## src/hdl/sfs_regs.svh

```systemverilog
// Constants of the sweep frequency sequencer: field positions, reset values, timing counts.
// Assumes a single 20 MHz clock; included by bare name from the design files.
`ifndef SFS_REGS_SVH
`define SFS_REGS_SVH

`define SFS_CLK_PERIOD_NS 50
`define SFS_PHASES 4
`define SFS_PRESCALE 5
`define SFS_PRESCALE_LAST 3'h4
`define SFS_TICK_NS (`SFS_PHASES * `SFS_PRESCALE * `SFS_CLK_PERIOD_NS)
`define SFS_UPDATE_US 10
`define SFS_WINDOW_US 8
`define SFS_WINDOW_TICKS 4'((`SFS_WINDOW_US * 1000) / `SFS_TICK_NS)
`define SFS_BURST_MIN_PPS 2000000
`define SFS_DIGIT_MAX 4'h9
`define SFS_DIV10_LAST 4'h9
`define SFS_MULT_HALF 4'hb
`define SFS_MULT_HALF_LEN 4'h5
`define SFS_MULT_MAX 4'ha
`define SFS_LIMIT_LSB 16
`define SFS_DECADES 8
`define SFS_TOP_RATE_DECADE 3'h1
`define SFS_BASE_DECADE 3'h0
`define SFS_WORD_RST 32'h0000_0000

`endif

```

## src/hdl/sfs_pkg.sv

```systemverilog
// Types shared by the sweep frequency sequencer modules.
// Assumes nothing of its surroundings.
package sfs_pkg;
    typedef enum logic [3:0] {
        SFS_PH1 = 4'h1,
        SFS_PH2 = 4'h2,
        SFS_PH3 = 4'h4,
        SFS_PH4 = 4'h8
    } sfs_phase_e;
    typedef enum logic [1:0] {
        SFS_SENSE_UP = 2'h0,
        SFS_SENSE_DOWN = 2'h1,
        SFS_SENSE_TRI = 2'h2
    } sfs_sense_e;
    typedef enum logic [1:0] {
        SFS_RATE_10K = 2'h0,
        SFS_RATE_100K = 2'h1,
        SFS_RATE_1M = 2'h2
    } sfs_rate_e;
    typedef logic [31:0] sfs_word_t;
endpackage

```

## src/hdl/sfs_burst_if.sv

```systemverilog
// Signals between the sweep sequencer core and its burst generator.
// Assumes both ends run on the same clock.
`timescale 1ns/1ps
`default_nettype none
interface sfs_burst_if;
    logic count_en;
    logic phase3;
    logic window_start;
    logic [3:0] mult;
    logic burst_pulse;
    modport ctrl (output count_en, output phase3, output window_start, output mult,
                  input burst_pulse);
    modport gen (input count_en, input phase3, input window_start, input mult,
                 output burst_pulse);
endinterface
`default_nettype wire

```

## src/hdl/sfs_burst_gen.sv

```systemverilog
// Burst generator: gates clock phase three pulses into one burst per update window, or one per two windows for the 2.5 multiplier.
// Assumes window_start is a one-cycle pulse already synchronised to i_clock.
`timescale 1ns/1ps
`default_nettype none
`include "sfs_regs.svh"
module sfs_burst_gen (
    input wire logic i_clock,
    input wire logic i_arst_n,
    sfs_burst_if.gen bus
);
    logic [2:0] presc_r;
    logic [3:0] tick_r;
    logic burst_en_r;
    logic [3:0] cnt_r;
    logic stop_d_r;
    logic half_r;
    logic [3:0] target;
    logic gated;
    logic stop_lvl;
    logic stop_rise;
    logic window_open;

    assign target = (bus.mult == `SFS_MULT_HALF) ? `SFS_MULT_HALF_LEN :
                    (bus.mult == 4'h0 || bus.mult > `SFS_MULT_MAX) ? 4'h1 : bus.mult;
    assign gated = burst_en_r & bus.count_en & bus.phase3;
    assign bus.burst_pulse = gated;
    assign stop_lvl = (cnt_r == target);
    assign stop_rise = stop_lvl & ~stop_d_r;
    assign window_open = (tick_r < `SFS_WINDOW_TICKS);

    ////////////////////////////////////////////////////////////////////////////
    // The prescaler divides phase three by five, giving 1 us ticks in the window.
    always_ff @(posedge i_clock or negedge i_arst_n)
    begin
        if (!i_arst_n)
        begin
            presc_r <= 3'h0;
            tick_r <= 4'h0;
        end
        else if (bus.window_start)
        begin
            presc_r <= 3'h0;
            tick_r <= 4'h0;
        end
        else if (bus.phase3)
        begin
            if (presc_r == `SFS_PRESCALE_LAST)
            begin
                presc_r <= 3'h0;
                if (window_open)
                    tick_r <= tick_r + 4'h1;
            end
            else
                presc_r <= presc_r + 3'h1;
        end
    end

    // Alternate windows are skipped for the 2.5 multiplier: five steps per two updates.
    always_ff @(posedge i_clock or negedge i_arst_n)
    begin
        if (!i_arst_n)
            half_r <= 1'b0;
        else if (bus.window_start)
            half_r <= (bus.mult == `SFS_MULT_HALF) ? ~half_r : 1'b0;
    end

    always_ff @(posedge i_clock or negedge i_arst_n)
    begin
        if (!i_arst_n)
            burst_en_r <= 1'b0;
        else if (bus.window_start)
            burst_en_r <= (bus.mult != `SFS_MULT_HALF) || !half_r;
        else if (stop_rise || !window_open)
            burst_en_r <= 1'b0;
    end

    always_ff @(posedge i_clock or negedge i_arst_n)
    begin
        if (!i_arst_n)
        begin
            cnt_r <= 4'h0;
            stop_d_r <= 1'b0;
        end
        else
        begin
            stop_d_r <= stop_lvl;
            if (bus.window_start)
                cnt_r <= 4'h0;
            else if (gated && !stop_lvl)
                cnt_r <= cnt_r + 4'h1;
        end
    end
endmodule
`default_nettype wire

```

## src/hdl/sfs_sequencer.sv

```systemverilog
// Sweep frequency sequencer: steps an eight-decade BCD frequency word for a remotely
// tuned synthesizer. Assumes switch inputs and the 100 kHz reference come from pins,
// and that the synthesizer latches O_FREQ_WORD on O_UPDATE.
`timescale 1ns/1ps
`default_nettype none
`include "sfs_regs.svh"
module sfs_sequencer (
    input wire logic I_CLOCK,
    input wire logic I_ARST_N,
    input wire logic I_START,
    input wire logic I_STOP,
    input wire logic I_REF_100K,
    input wire logic I_MODE_REPEAT,
    input wire logic [1:0] I_SENSE,
    input wire logic [1:0] I_RATE_SEL,
    input wire logic [3:0] I_RATE_MULT,
    input wire logic [15:0] I_UPPER_LIMIT,
    input wire logic [15:0] I_LOWER_LIMIT,
    output logic [31:0] O_FREQ_WORD,
    output logic O_UPDATE,
    output logic O_SWEEPING,
    output logic O_PRESET,
    output logic O_DIR_UP
);
    ////////////////////////////////////////////////////////////////////////////
    // Every input is a switch or a pin, so the whole set passes two flip-flops.
    localparam int SYNC_W = 44;

    logic [SYNC_W-1:0] sync1_r;
    logic [SYNC_W-1:0] sync2_r;
    logic start_d_r;
    logic stop_d_r;
    logic ref_d_r;
    logic s_start;
    logic s_stop;
    logic s_ref;
    logic repeat_mode;
    sfs_pkg::sfs_sense_e sense;
    sfs_pkg::sfs_rate_e rate;
    logic [3:0] rate_mult;
    logic [15:0] upper_lim;
    logic [15:0] lower_lim;

    always_ff @(posedge I_CLOCK or negedge I_ARST_N)
    begin
        if (!I_ARST_N)
        begin
            sync1_r <= '0;
            sync2_r <= '0;
        end
        else
        begin
            sync1_r <= {I_START, I_STOP, I_REF_100K, I_MODE_REPEAT, I_SENSE, I_RATE_SEL,
                        I_RATE_MULT, I_UPPER_LIMIT, I_LOWER_LIMIT};
            sync2_r <= sync1_r;
        end
    end

    assign s_start = sync2_r[43];
    assign s_stop = sync2_r[42];
    assign s_ref = sync2_r[41];
    assign repeat_mode = sync2_r[40];
    assign sense = sfs_pkg::sfs_sense_e'(sync2_r[39:38]);
    assign rate = sfs_pkg::sfs_rate_e'(sync2_r[37:36]);
    assign rate_mult = sync2_r[35:32];
    assign upper_lim = sync2_r[31:16];
    assign lower_lim = sync2_r[15:0];

    always_ff @(posedge I_CLOCK or negedge I_ARST_N)
    begin
        if (!I_ARST_N)
        begin
            start_d_r <= 1'b0;
            stop_d_r <= 1'b0;
            ref_d_r <= 1'b0;
        end
        else
        begin
            start_d_r <= s_start;
            stop_d_r <= s_stop;
            ref_d_r <= s_ref;
        end
    end

    logic start_pulse;
    logic stop_pulse;
    logic ref_rise;

    assign start_pulse = s_start & ~start_d_r;
    assign stop_pulse = s_stop & ~stop_d_r;
    assign ref_rise = s_ref & ~ref_d_r;

    ////////////////////////////////////////////////////////////////////////////
    // Four clock phases of one cycle each; phase three doubles as the burst clock,
    // giving 5 Mpps, which keeps a ten-step burst well inside the window.
    sfs_pkg::sfs_phase_e phase_r;
    sfs_pkg::sfs_phase_e phase_nxt;
    logic phase3;
    logic phase4;

    always_comb
    begin
        case (phase_r)
            sfs_pkg::SFS_PH1: phase_nxt = sfs_pkg::SFS_PH2;
            sfs_pkg::SFS_PH2: phase_nxt = sfs_pkg::SFS_PH3;
            sfs_pkg::SFS_PH3: phase_nxt = sfs_pkg::SFS_PH4;
            sfs_pkg::SFS_PH4: phase_nxt = sfs_pkg::SFS_PH1;
            default: phase_nxt = sfs_pkg::SFS_PH1;
        endcase
    end

    always_ff @(posedge I_CLOCK or negedge I_ARST_N)
    begin
        if (!I_ARST_N)
            phase_r <= sfs_pkg::SFS_PH1;
        else
            phase_r <= phase_nxt;
    end

    assign phase3 = (phase_r == sfs_pkg::SFS_PH3);
    assign phase4 = (phase_r == sfs_pkg::SFS_PH4);

    ////////////////////////////////////////////////////////////////////////////
    function automatic logic at_limit(input sfs_pkg::sfs_word_t w, input logic [15:0] lim);
        return (w[`SFS_LIMIT_LSB-1:0] == 16'h0000) && (w[31:`SFS_LIMIT_LSB] == lim);
    endfunction

    // Ripple a single count through the decades from the given entry decade.
    function automatic sfs_pkg::sfs_word_t step_chain(input sfs_pkg::sfs_word_t w,
                                                      input logic [2:0] first,
                                                      input logic up);
        sfs_pkg::sfs_word_t r;
        logic carry;
        logic [3:0] d;
        r = w;
        carry = 1'b1;
        for (int i = 0; i < `SFS_DECADES; i++)
        begin
            d = w[i*4 +: 4];
            if (carry && i >= int'(first))
            begin
                if (up)
                begin
                    carry = (d == `SFS_DIGIT_MAX);
                    d = carry ? 4'h0 : d + 4'h1;
                end
                else
                begin
                    carry = (d == 4'h0);
                    d = carry ? `SFS_DIGIT_MAX : d - 4'h1;
                end
                r[i*4 +: 4] = d;
            end
        end
        return r;
    endfunction

    ////////////////////////////////////////////////////////////////////////////
    sfs_pkg::sfs_word_t counter_r;
    logic preset_r;
    logic cen_r;
    logic up_r;
    logic [3:0] div10_r;
    logic tri_sense;
    logic count_enable;
    logic load;
    logic at_upper;
    logic at_lower;
    logic at_end;
    logic end_level;
    logic burst_pulse;
    logic step_pulse;
    logic [2:0] first_decade;
    sfs_pkg::sfs_word_t load_word;

    assign tri_sense = (sense == sfs_pkg::SFS_SENSE_TRI);
    assign count_enable = cen_r & ~preset_r;
    assign load = preset_r & phase3;
    assign at_upper = at_limit(counter_r, upper_lim);
    assign at_lower = at_limit(counter_r, lower_lim);
    assign at_end = up_r ? at_upper : at_lower;
    assign end_level = count_enable & ~tri_sense & at_end;
    // A downward sweep starts from the upper limit and ends at the lower one.
    assign load_word = (sense == sfs_pkg::SFS_SENSE_DOWN) ?
                       {upper_lim, 16'h0000} : {lower_lim, 16'h0000};

    // Start wins over every clear; preset drops only after its load, so no load is skipped.
    always_ff @(posedge I_CLOCK or negedge I_ARST_N)
    begin
        if (!I_ARST_N)
            preset_r <= 1'b0;
        else if (start_pulse || end_level)
            preset_r <= 1'b1;
        else if (load)
            preset_r <= 1'b0;
    end

    always_ff @(posedge I_CLOCK or negedge I_ARST_N)
    begin
        if (!I_ARST_N)
            cen_r <= 1'b0;
        else if (start_pulse)
            cen_r <= 1'b1;
        else if (stop_pulse)
            cen_r <= 1'b0;
        else if (end_level && !repeat_mode)
            cen_r <= 1'b0;
    end

    always_ff @(posedge I_CLOCK or negedge I_ARST_N)
    begin
        if (!I_ARST_N)
            up_r <= 1'b1;
        else if (start_pulse || sense != sfs_pkg::SFS_SENSE_TRI)
            up_r <= (sense != sfs_pkg::SFS_SENSE_DOWN);
        else if (count_enable && at_end)
            up_r <= ~up_r;
    end

    ////////////////////////////////////////////////////////////////////////////
    // The lowest rate enters the units decade through an extra divide by ten.
    always_ff @(posedge I_CLOCK or negedge I_ARST_N)
    begin
        if (!I_ARST_N)
            div10_r <= 4'h0;
        else if (load)
            div10_r <= 4'h0;
        else if (burst_pulse && rate == sfs_pkg::SFS_RATE_10K)
            div10_r <= (div10_r == `SFS_DIV10_LAST) ? 4'h0 : div10_r + 4'h1;
    end

    assign step_pulse = burst_pulse &
                        ((rate != sfs_pkg::SFS_RATE_10K) || (div10_r == `SFS_DIV10_LAST));
    assign first_decade = (rate == sfs_pkg::SFS_RATE_1M) ?
                          `SFS_TOP_RATE_DECADE : `SFS_BASE_DECADE;

    // No step is taken on the end limit of the current direction, so the word never runs past it while the end
    // is being handled.
    always_ff @(posedge I_CLOCK or negedge I_ARST_N)
    begin
        if (!I_ARST_N)
            counter_r <= `SFS_WORD_RST;
        else if (load)
            counter_r <= load_word;
        else if (count_enable && step_pulse && !at_end)
            counter_r <= step_chain(counter_r, first_decade, up_r);
    end

    ////////////////////////////////////////////////////////////////////////////
    // The word is handed over at each rising reference edge, once per 10 us interval.
    always_ff @(posedge I_CLOCK or negedge I_ARST_N)
    begin
        if (!I_ARST_N)
        begin
            O_FREQ_WORD <= `SFS_WORD_RST;
            O_UPDATE <= 1'b0;
        end
        else
        begin
            O_UPDATE <= ref_rise;
            if (ref_rise)
                O_FREQ_WORD <= counter_r;
        end
    end

    assign O_SWEEPING = cen_r;
    assign O_PRESET = preset_r;
    assign O_DIR_UP = up_r;

    sfs_burst_if burst_bus ();

    assign burst_bus.count_en = count_enable;
    assign burst_bus.phase3 = phase3;
    assign burst_bus.window_start = ref_rise;
    assign burst_bus.mult = rate_mult;
    assign burst_pulse = burst_bus.burst_pulse;

    sfs_burst_gen u_burst (
        .i_clock(I_CLOCK),
        .i_arst_n(I_ARST_N),
        .bus(burst_bus)
    );
endmodule
`default_nettype wire

```

## config.mk

```make
export PLATFORM = sky130hd
export DESIGN_NAME = sfs_sequencer
export DESIGN_NICKNAME = d
export VERILOG_FILES = /design/src/hdl/sfs_pkg.sv /design/src/hdl/sfs_burst_if.sv /design/src/hdl/sfs_burst_gen.sv /design/src/hdl/sfs_sequencer.sv
export VERILOG_INCLUDE_DIRS = /design/src /design/src/hdl
export SDC_FILE = /design/constraint.sdc
export NUM_CORES = 1
export LEC_CHECK = 0
export ABC_AREA = 1
export BUFFER_PORTS_ARGS = -buffer_cell sky130_fd_sc_hd__buf_2
export CAP_MARGIN = 20
export CELL_PAD_IN_SITES_DETAIL_PLACEMENT = 1
export CELL_PAD_IN_SITES_GLOBAL_PLACEMENT = 2
export CORE_MARGIN = 2
export CORE_UTILIZATION = 38
export CTS_CLUSTER_SIZE = 28
export DETAILED_ROUTE_END_ITERATION = 10
export GPL_TIMING_DRIVEN = 1
export PLACE_DENSITY = 0.87
export RECOVER_POWER = 25
export SYNTH_ARGS = -nofsm -noshare
export SYNTH_HDL_FRONTEND = slang
export SYNTH_HIERARCHICAL = 1
export SYNTH_SLANG_ARGS = --single-unit
```

## constraint.sdc

```tcl
create_clock -name I_CLOCK -period 4.5 [get_ports I_CLOCK]
set_input_delay 0.225 -clock I_CLOCK [delete_from_list [all_inputs] [get_ports I_CLOCK]]
set_output_delay 0.225 -clock I_CLOCK [all_outputs]
set_load 0.005 [all_outputs]
```

# Word-level counts from Yosys, hierarchy flattened
# Cells that the tools add are included.
word_totals:
  regBits: 181
  wordCells: 251
  input_bits: 46
  out_inout_bits: 36
op_classes:
  n_reduce_logical: 64
  magnitude_cmp: 9
  n_eq_ne: 23
  n_bitwise: 19
  mux: 90
  add_sub_neg: 20
ops:
  columns: ["op", "n"]
  rows:
  - ["$mux 4", 43]
  - ["$mux 32", 3]
  - ["$add 4x1->4 const B", 11]
  - ["$eq 4x4->1 const B", 10]
  - ["$mux 1", 40]
  - ["$logic_not 4->1", 9]
  - ["$reduce_bool 2->1", 18]
  - ["$eq 16x16->1", 2]
  - ["$sub 4x1->4 const B", 8]
  - ["$logic_not 16->1", 1]
  - ["$reduce_and 2->1", 8]
  - ["$logic_and 1x1->1", 14]
  - ["$pmux 4 s3", 1]
  - ["$and 1x1->1", 11]
  - ["$ge 3x1->1 const A", 3]
  - ["$mux 3", 3]
  - ["$not 1->1", 8]
  - ["$logic_or 1x1->1", 6]
  - ["$logic_not 1->1", 5]
  - ["$eq 2x2->1 const B", 2]
  - ["$eq 4x1->1 const B", 1]
  - ["$eq 4x2->1 const B", 1]
  - ["$eq 4x3->1 const B", 1]
  - ["$eq 4x4->1", 1]
  - ["13 further kinds", 15]

# Logic depth before layout (Yosys ltp)
# Gate-level depths: netlist of the first run.
depth:
  depth_word: 36
  mapped_depth: 15
  ltp_nobuf: 14

# Cells and area by module
# The synthesis of the first run kept the hierarchy.
by_module_without_submodules:
  columns: ["module", "n_inst", "area_each_um2", "cells_per_inst", "seq_area_each_um2"]
  rows:
  - ["sfs_sequencer", 1, 7407.1, 881, 4181.5]
  - ["sfs_burst_gen", 1, 857.1, 110, 350.3]

# Least setup slack after synthesis of the first run
# OpenSTA, ideal clock, no wires.
synth_path:
  kind: "reg-to-reg"
  startpoint: "register phase_r[0]"
  endpoint: "register counter_r[3]"
  path_buffers: 1
  t_required_ns: 4.434
  arrival_ns: 2.085
  path_slack_ns: 2.349
  setup_ns: 0.066
  synth_period_minus_slack_ns: 2.151
  stages_incl_launch_ff: 13
  path_cell_list: "dfstp_2 -> inv_1 -> nand2_1 -> nor3_1 -> inv_1 -> nor2_1 -> o31ai_1 -> nor2_1 -> buf_4 -> nand3_1 -> inv_1 -> nand3_1 -> nand2_1"
synth_between:
  elab_chain_len: 7
  word_cells_on_any_way: 10
  cone_classes: "eq/ne (1); mux (1); bitwise (3); reduce/logical (5)"
synth_rtl:
  columns: ["item", "line_no", "rtl"]
  rows:
  - ["from (decl)", "sfs_sequencer.sv:96", "sfs_pkg::sfs_phase_e phase_r;"]
  - ["from (signal assigned)", "sfs_sequencer.sv:115", "phase_r <= sfs_pkg::SFS_PH1;"]
  - ["from (signal assigned)", "sfs_sequencer.sv:117", "phase_r <= phase_nxt;"]
  - ["$eq 4x3->1", "sfs_sequencer.sv:120", "assign phase3 = (phase_r == sfs_pkg::SFS_PH3);"]
  - ["named net burst_bus.phase3", "sfs_burst_if.sv:7", "logic phase3;"]
  - ["$and 1x1->1", "sfs_burst_gen.sv:25", "assign gated = burst_en_r & bus.count_en & bus.phase3;"]
  - ["named net burst_bus.burst_pulse", "sfs_burst_if.sv:10", "logic burst_pulse;"]
  - ["$and 1x1->1", "sfs_sequencer.sv:232", "assign step_pulse = burst_pulse &"]
  - ["$logic_and 1x1->1 (2 in a row)", "sfs_sequencer.sv:245", "else if (count_enable && step_pulse && !at_end)"]
  - ["$reduce_bool 2->1 (no line)", null, null]
  - ["$reduce_and 2->1 (no line)", null, null]
  - ["to (signal assigned)", "sfs_sequencer.sv:242", "counter_r <= `SFS_WORD_RST;"]
  - ["to (signal assigned)", "sfs_sequencer.sv:244", "counter_r <= load_word;"]
  - ["to (signal assigned)", "sfs_sequencer.sv:246", "counter_r <= step_chain(counter_r, first_decade, up_r);"]
  - ["to (decl)", "sfs_sequencer.sv:159", "sfs_pkg::sfs_word_t counter_r;"]
# The timed path passes the listed nets, and every way through them passes these cells.
# A chain may end at the register's enable or synchronous reset.

# Worst setup path after layout of the first run
# Same ends and word-level chain as after synthesis.

==> summary.txt, run 1 <==
vias = 6,994
Initial DRC Count = 302
slew margin rel. = -58.0%
cell count after synthesis = 991
H-tree Lvls = 4
Skew-Pair Late Insertion Delay = 0.43 ns
largest net degree at the start of global routing = 92
Seq/Total Area, Yosys = 54.8%
WL/cell = 15.9 µm
fin crit period = 3.32 ns
final critical-path share of the clock period = 73.9%
total global routing overflow = 0
Worst Path Max Fanout = 12
Num CTS Buffers = 17
worst min path class = reg2reg
Worst Tran Pin Value = 2.37 ns
hold_buf cts = 45
Post-CTS Setup Repair Bufs = 0
syn nets = 1,041
number of synthesized register bits = 181
status = complete, but fails checks
max-slew violation count = 92
first-pass GRT wire length = 36,900 µm
leakage power figure = 5.12 nW
number of synthesized flops with an enable pin = 0
YS warnings = 6
antenna violations before repair = 0
Setup TNS = 0 ns
violations in the final reports = max-capacitance violations, max-slew violations
final WL = 22,200 µm
leading area contributor after synthesis = dfrtp_1
I/O Pins = 82
CP Class = reg2reg
FFs w/ async S/R, synth = 100%
final hold violations = 0
clk buf depth = 2
predominant post-synthesis flop cell = dfrtp_1
fin nets = 1,162
VDD IR max = 0.000246 V
Unique masters post-synth = 42
I/O Buffers = 81
CTS Sinks = 181
RSZ-0062 raised after global routing = no
TritonCTS clock tree = yes
Via density = 5.00
Root Driver = clkbuf_16
vias in the first global route = 7,222
critical path launch point type = flip-flop
share of layout cells above drive strength 1 = 12.8%
Antenna Cells = 0
Die X = 151 µm
Detail Route Antenna Nets = 0
Reg clk slew, reported paths = 0.07 ns
maximum clock rate = 0.301 GHz
CP arrival = 3.68 ns
drt first pass iters = 5
Worst Skew = 0.0135 ns
std cell rows = 53
Post-CTS Resized = 0
top-area cell type share of the netlist area = 54.2%
critical path required time = 4.86 ns
area grow syn2layout = 19.9%
most instantiated cells after synthesis = nand2_1, dfrtp_1, nand3_1
GRT Overall Usage = 20.8%
final setup fails = 0
RD Place Congestion = 0.839
core area = 21,200 µm²
Hold Slack = 0.347 ns
Chip Height = 151 µm
Initial Util = 39.1%
Max-Cap Viols = 1
count leader, synth = nand2_1
DPL Wire Length = 15,200 µm
Synth area leaders = dfrtp_1, nand2_1, nand3_1
DRC errors left = 0
Cell Area, Synth = 8260 µm²
Avg Cell Area, Syn = 8.34 µm²
Crit. End Element = flip-flop
Die ar. = 22,900 µm²
pwr dens = 405 nW/µm²
sequential cells by signal, summed over array words and instances (netlist names):
register / cells
div10_r: 4
u_burst/tick_r: 4
O_FREQ_WORD: 32
counter_r: 32
u_burst/burst_en_r: 1
sync1_r: 44
start_d_r: 1
O_UPDATE: 1
O_DIR_UP: 1
ref_d_r: 1
u_burst/presc_r: 3
phase_r: 4
stop_d_r: 1
u_burst/half_r: 1
u_burst/stop_d_r: 1
sync2_r: 44
O_PRESET: 1
u_burst/cnt_r: 4
O_SWEEPING: 1
critical path: stages (launching register included):
cell and delay [ns]:
dfstp_2 0.36, inv_1 0.08, nand2_1 0.06, nor3_1 0.38, inv_1 0.12, nor2_1 0.48
o31ai_1 0.16, nor2_1 0.83, nand3_1 0.39, inv_1 0.21, nand3_1 0.08, nand2_1 0.10
cell usage in the layout, fill, tap and decap left out, types with 6 or more instances in the layout:
master | synthesis | final
buf_2 | 6 | 79
inv_1 | 91 | 91
nand4_1 | 18 | 18
clkbuf_16 | 0 | 17
xor2_1 | 12 | 12
dlygate4sd3_1 | 0 | 45
a21oi_1 | 31 | 31
dfrtp_1 | 179 | 179
nor2_1 | 74 | 74
nand3_1 | 105 | 105
o21ai_0 | 67 | 67
a31oi_1 | 8 | 8
nor3_1 | 6 | 6
nand2_1 | 306 | 306
report_power, final:
part | total [W] | switching, W | internal (W)
combinational | 0.000716 | 0.000454 | 0.000262
sequential | 0.00188 | 0.000125 | 0.00176
clock | 0.00141 | 0.000662 | 0.000748
total | 0.00401 | 0.00124 | 0.00277
layout make-up:
class	count	area [µm²]
Clock inverter	12	95.1
Multi-Input combinational cell	684	3220
Tap cell	275	344
Inverter	97	364
Sequential cell	181	4530
Timing Repair Buffer	131	892
Fill cell	2542	11200
Clock buffer	20	457
kinds of logic (layout without fill, tap and decap cells):
group           count (synthesis)  in the layout  share of synthesized area, %
mux                             5              5                         0.681
simple gates                  529            529                          27.4
fa+ha+maj                       4              4                         0.606
buf+inv                       126            260                          6.18
xor+xnor                       12             12                          1.27
flops                         181            181                          54.8
compound gates                134            134                          9.04
per-stage QoR:
step	instances	util, %	total power [W]	setup WS (ns)	cell area (µm²)
2_1_floorplan	991	-	0.00233	2.35	8260
3_3_place_gp	1323	42.1	0.00259	1.35	8910
3_5_place_dp	1323	42.1	0.00260	1.23	8910
4_1_cts	1400	46.9	0.00405	1.20	9910
5_1_grt	1400	46.8	0.00425	0.700	9910
6_report	1400	46.8	0.00401	1.18	9910
per-layer routing:
metal	vias up	part of all wire (%)	GRT usage [%]
met5	-	0	0
met4	0	1.0	5.98
met3	18	3.6	3.32
met2	111	47	34.1
met1	3403	48	28.6
li1	3462	-	-
worst paths after layout:
kind	start	end	slack (ns)	cells after the start
setup / recovery	phase_r[0]	counter_r[3]	1.18	11
hold / removal	sync1_r[2]	sync2_r[2]	0.35	0
setup reg to reg	phase_r[0]	counter_r[3]	1.18	11
hold reg to reg	sync1_r[2]	sync2_r[2]	0.35	0
max in group asynchronous	I_ARST_N	phase_r[0]	1.84	3
min in group asynchronous	I_ARST_N	sync1_r[0]	1.03	2
(Power assumes the default switching activity.)
==> run 2: changes to the inputs <==
ABC_AREA = 0   (was 1)
CORE_UTILIZATION = 39   (was 38)
PLACE_DENSITY = 0.82   (was 0.87)
clock period = 3.3 ns   (was 4.5 ns; I/O delays follow)
==> run 2 against run 1 <==
  * The run still ends with max-capacitance violations, max-slew violations left
  * Combinational power is 5.6% lower
  * Total power is 35% higher
  * Die area is 1.3% lower
  * Sequential share of layout area is 0.64 points lower
  * Final cell count is 18% lower
  * Setup slack worse by 0.84 ns
  * Sequential power is 36% higher
==> summary.txt, run 2 <==
Hold Crit Start = sync1_r[36] (was sync1_r[2])
FFs w/ async S/R, synth = 100% (unchanged)
Worst Tran Pin Value = 2.68 ns (was 2.37 ns)
clk buf depth = 2 (unchanged)
violations in the final reports = max-capacitance violations, max-slew violations (unchanged)
XOR/XNOR Fraction of Synth Area = 4.08% (was 1.27%)
most frequent cells in the layout = dfrtp_1, buf_2, nor2_1, dlygate4sd3_1, nand2_1 (was nand2_1, dfrtp_1, nand3_1, inv_1, buf_2)
Detail Route Antenna Nets = 0 (unchanged)
CTS Sinks = 181 (unchanged)
commonest non-fill, non-tap cell in the layout = dfrtp_1 (was nand2_1)
Antenna Cells = 0 (unchanged)
cell count after synthesis = 757 (was 991)
Placed Area = 8970 µm² (was 8910 µm²)
Via density = 5.42 (was 5.00)
clock group share of total power = 40.0% (was 35.2%)
YS warnings = 6 (unchanged)
Sw Ratio = 26.9% (was 30.9%)
worst min path class = reg2reg (unchanged)
Initial Util = 39.8% (was 39.1%)
fillers = 2,249 (was 2,542)
hold depth = 0 (unchanged)
Avg Cell Area, Syn = 11.1 µm² (was 8.34 µm²)
worst r2r path cells = 7 (was 11)
drt first pass iters = 4 (was 5)
Synth area leaders = dfrtp_1, mux2i_1, mux2_2 (was dfrtp_1, nand2_1, nand3_1)
max-slew violation count = 104 (was 92)
Root Driver = clkbuf_16 (unchanged)
critical path required time = 3.64 ns (was 4.86 ns)
predominant post-synthesis flop cell = dfrtp_1 (unchanged)
vias = 6,211 (was 6,994)
WL/cell = 18.3 µm (was 15.9 µm)
Hold Slack = 0.344 ns (was 0.347 ns)
biggest regs = sync1_r x44, sync2_r x44 (unchanged)
Skew-Pair Late Insertion Delay = 0.43 ns (about the same)
final instance area = 10,100 µm² (was 9910 µm²)
flop-to-flop setup slack = 0.33 ns (was 1.18 ns)
fin nets = 908 (was 1,162)
Cell Area, Synth = 8370 µm² (was 8260 µm²)
Worst Path Max Fanout = 29 (was 12)
final setup fails = 0 (unchanged)
Setup TNS = 0 ns (unchanged)
Initial DRC Count = 369 (was 302)
pwr dens = 536 nW/µm² (was 405 nW/µm²)
antenna violations before repair = 0 (unchanged)
CP arrival = 3.30 ns (was 3.68 ns)
top-area cell type share of the netlist area = 53.5% (was 54.2%)
final hold violations = 0 (unchanged)
simple-gate area share of the yosys netlist = 14.9% (was 27.4%)
Synth Area in Compound Gates = 14.9% (was 9.04%)
DRC errors left = 0 (unchanged)
share of layout cells above drive strength 1 = 20.8% (was 12.8%)
Sequential Power Share = 47.5% (was 47.0%)
fin crit period = 2.97 ns (was 3.32 ns)
RD Place Congestion = 0.829 (was 0.839)
slew margin rel. = -78.5% (was -58.0%)
largest family of logic cells by synthesized area = simple AND/OR/NAND/NOR gates (unchanged)
Int Pwr = 0.00395 W (was 0.00277 W)
TritonCTS clock tree = yes (unchanged)
Chip Height = 151 µm (about the same)
total global routing overflow = 0 (unchanged)
largest net degree at the start of global routing = 105 (was 92)
maximum clock rate = 0.337 GHz (was 0.301 GHz)
Num CTS Buffers = 17 (unchanged)
area of the multi-input gates = 3520 µm² (was 3220 µm²)
reg-to-reg endpoint = counter_r[11] (was counter_r[3])
count leader, synth = dfrtp_1 (was nand2_1)
Comb pwr share = 12.5% (was 17.9%)
Reg area = 4540 µm² (was 4530 µm²)
leading area contributor after synthesis = dfrtp_1 (unchanged)
DPL Wire Length = 13,900 µm (was 15,200 µm)
RSZ-0062 raised after global routing = no (unchanged)
Worst Skew = 0.0111 ns (was 0.0135 ns)
GRT Overall Usage = 19.1% (was 20.8%)
H-tree Lvls = 4 (unchanged)
I/O Pins = 82 (unchanged)
first-pass GRT wire length = 33,800 µm (was 36,900 µm)
Max-Cap Viols = 1 (unchanged)
pre-CTS worst setup slack = 0.245 ns (was 1.23 ns)
I/O Buffers = 81 (unchanged)
critical path launch point type = flip-flop (unchanged)
Post-Synth Adder-Cell Area = 0.598% (was 0.606%)
Die ar. = 22,700 µm² (was 22,900 µm²)
core area = 21,000 µm² (was 21,200 µm²)
Crit. End Element = flip-flop (unchanged)
reg2reg start = O_DIR_UP (was phase_r[0])
Worst Setup SP = O_DIR_UP (was phase_r[0])
Die X = 151 µm (about the same)
CP Class = reg2reg (unchanged)
leakage power figure = 4.35 nW (was 5.12 nW)
final critical-path share of the clock period = 89.9% (was 73.9%)
Post-CTS Resized = 0 (unchanged)
number of synthesized register bits = 181 (unchanged)
vias in the first global route = 6,520 (was 7,222)
std cell rows = 53 (unchanged)
Worst Setup Slack, final = 0.332 ns (was 1.18 ns)
Reg clk slew, reported paths = 0.07 ns (about the same)
Psw = 0.00145 W (was 0.00124 W)
final WL = 21,000 µm (was 22,200 µm)
status = complete, but fails checks (unchanged)
number of synthesized flops with an enable pin = 0 (unchanged)
Unique masters post-synth = 87 (was 42)
Hold Path Sink = sync2_r[36] (was sync2_r[2])
most instantiated cells after synthesis = dfrtp_1, nor2_1, clkbuf_1, nand2_1, a21oi_1 (was nand2_1, dfrtp_1, nand3_1)
syn nets = 807 (was 1,041)
Seq/Total Area, Yosys = 54.1% (was 54.8%)
area grow syn2layout = 20.1% (was 19.9%)
mux contribution to synthesized area = 7.58% (was 0.681%)
VDD IR max = 0.000348 V (was 0.000246 V)
[run 2: cell count changes after synthesis, moves of 29 or more]
cell,change
mux2i_1,+33
nand3_1,-89
inv_1,-74
xnor2_1,+29
o21ai_0,-33
nand2_1,-266
[run 2: cell type report]
type	instances	share of cell area, %
Clock buffer	19	4.50
Clock inverter	13	1.68
Inverter	18	0.672
Multi-Input combinational cell	502	35.0
Sequential cell	181	45.1
Tap cell	275	3.42
Timing Repair Buffer	138	9.61
[run 2: repair_timing]
item | in CTS | in global routing
endpoints found under the setup margin | 0 | 1
setup buffers | 0 | 1
hold buffers | 45 | 0
hold endpoints to repair | 143 | 0
[run 2: through the flow]
stage | util [%] | power [W] | std cells
2_1_floorplan | - | 0.00297 | 757
3_3_place_gp | 42.7 | 0.00320 | 1068
3_5_place_dp | 42.7 | 0.00324 | 1068
4_1_cts | 47.8 | 0.00544 | 1145
5_1_grt | 47.8 | 0.00564 | 1146
6_report | 47.8 | 0.00539 | 1146
[run 2: kinds of logic (layout without fill, tap and decap cells)]
group / after synthesis / count (layout)
simple gates: 225 / 225
xor+xnor: 39 / 39
buf+inv: 74 / 188
flops: 181 / 181
fa+ha+maj: 4 / 4
compound gates: 174 / 174
mux: 60 / 60
[run 2: worst max-delay path, stage by stage (launching register included)]
cell	delay, ns
dfstp_4	0.90
mux2i_1	0.27
xnor2_1	0.18
nor4_2	0.09
and3_1	0.32
a2111oi_0	0.65
o21ai_0	0.22
a31oi_1	0.22
[run 2: worst max-delay path by stage]
stage                     depth (start not counted)  slack (ns)             to
after CTS                                         8        0.22  counter_r[23]
after global routing                              2        0.18  counter_r[28]
final                                             7        0.33  counter_r[11]
after detailed placement                          8        0.24  counter_r[23]
after global placement                            7        0.37  counter_r[27]
after floorplan                                   7        0.12  counter_r[23]
[run 2: per-layer routing]
layer	GRT usage [%]	up-vias	routed length (µm)
met5	0	-	0
met4	5.80	0	269
met3	3.45	19	689
met2	33.6	116	10900
met1	24.0	3157	9190
li1	-	2919	-
[run 2: power by group through the flow]
stage / clock, W / sequential [W] / combinational (W)
6_report: 0.00216 / 0.00256 / 0.000676
5_1_grt: 0.00230 / 0.00259 / 0.000754
4_1_cts: 0.00220 / 0.00257 / 0.000672
3_5_place_dp: 0 / 0.00261 / 0.000626
3_3_place_gp: 0 / 0.00260 / 0.000597
2_1_floorplan: 0 / 0.00249 / 0.000475
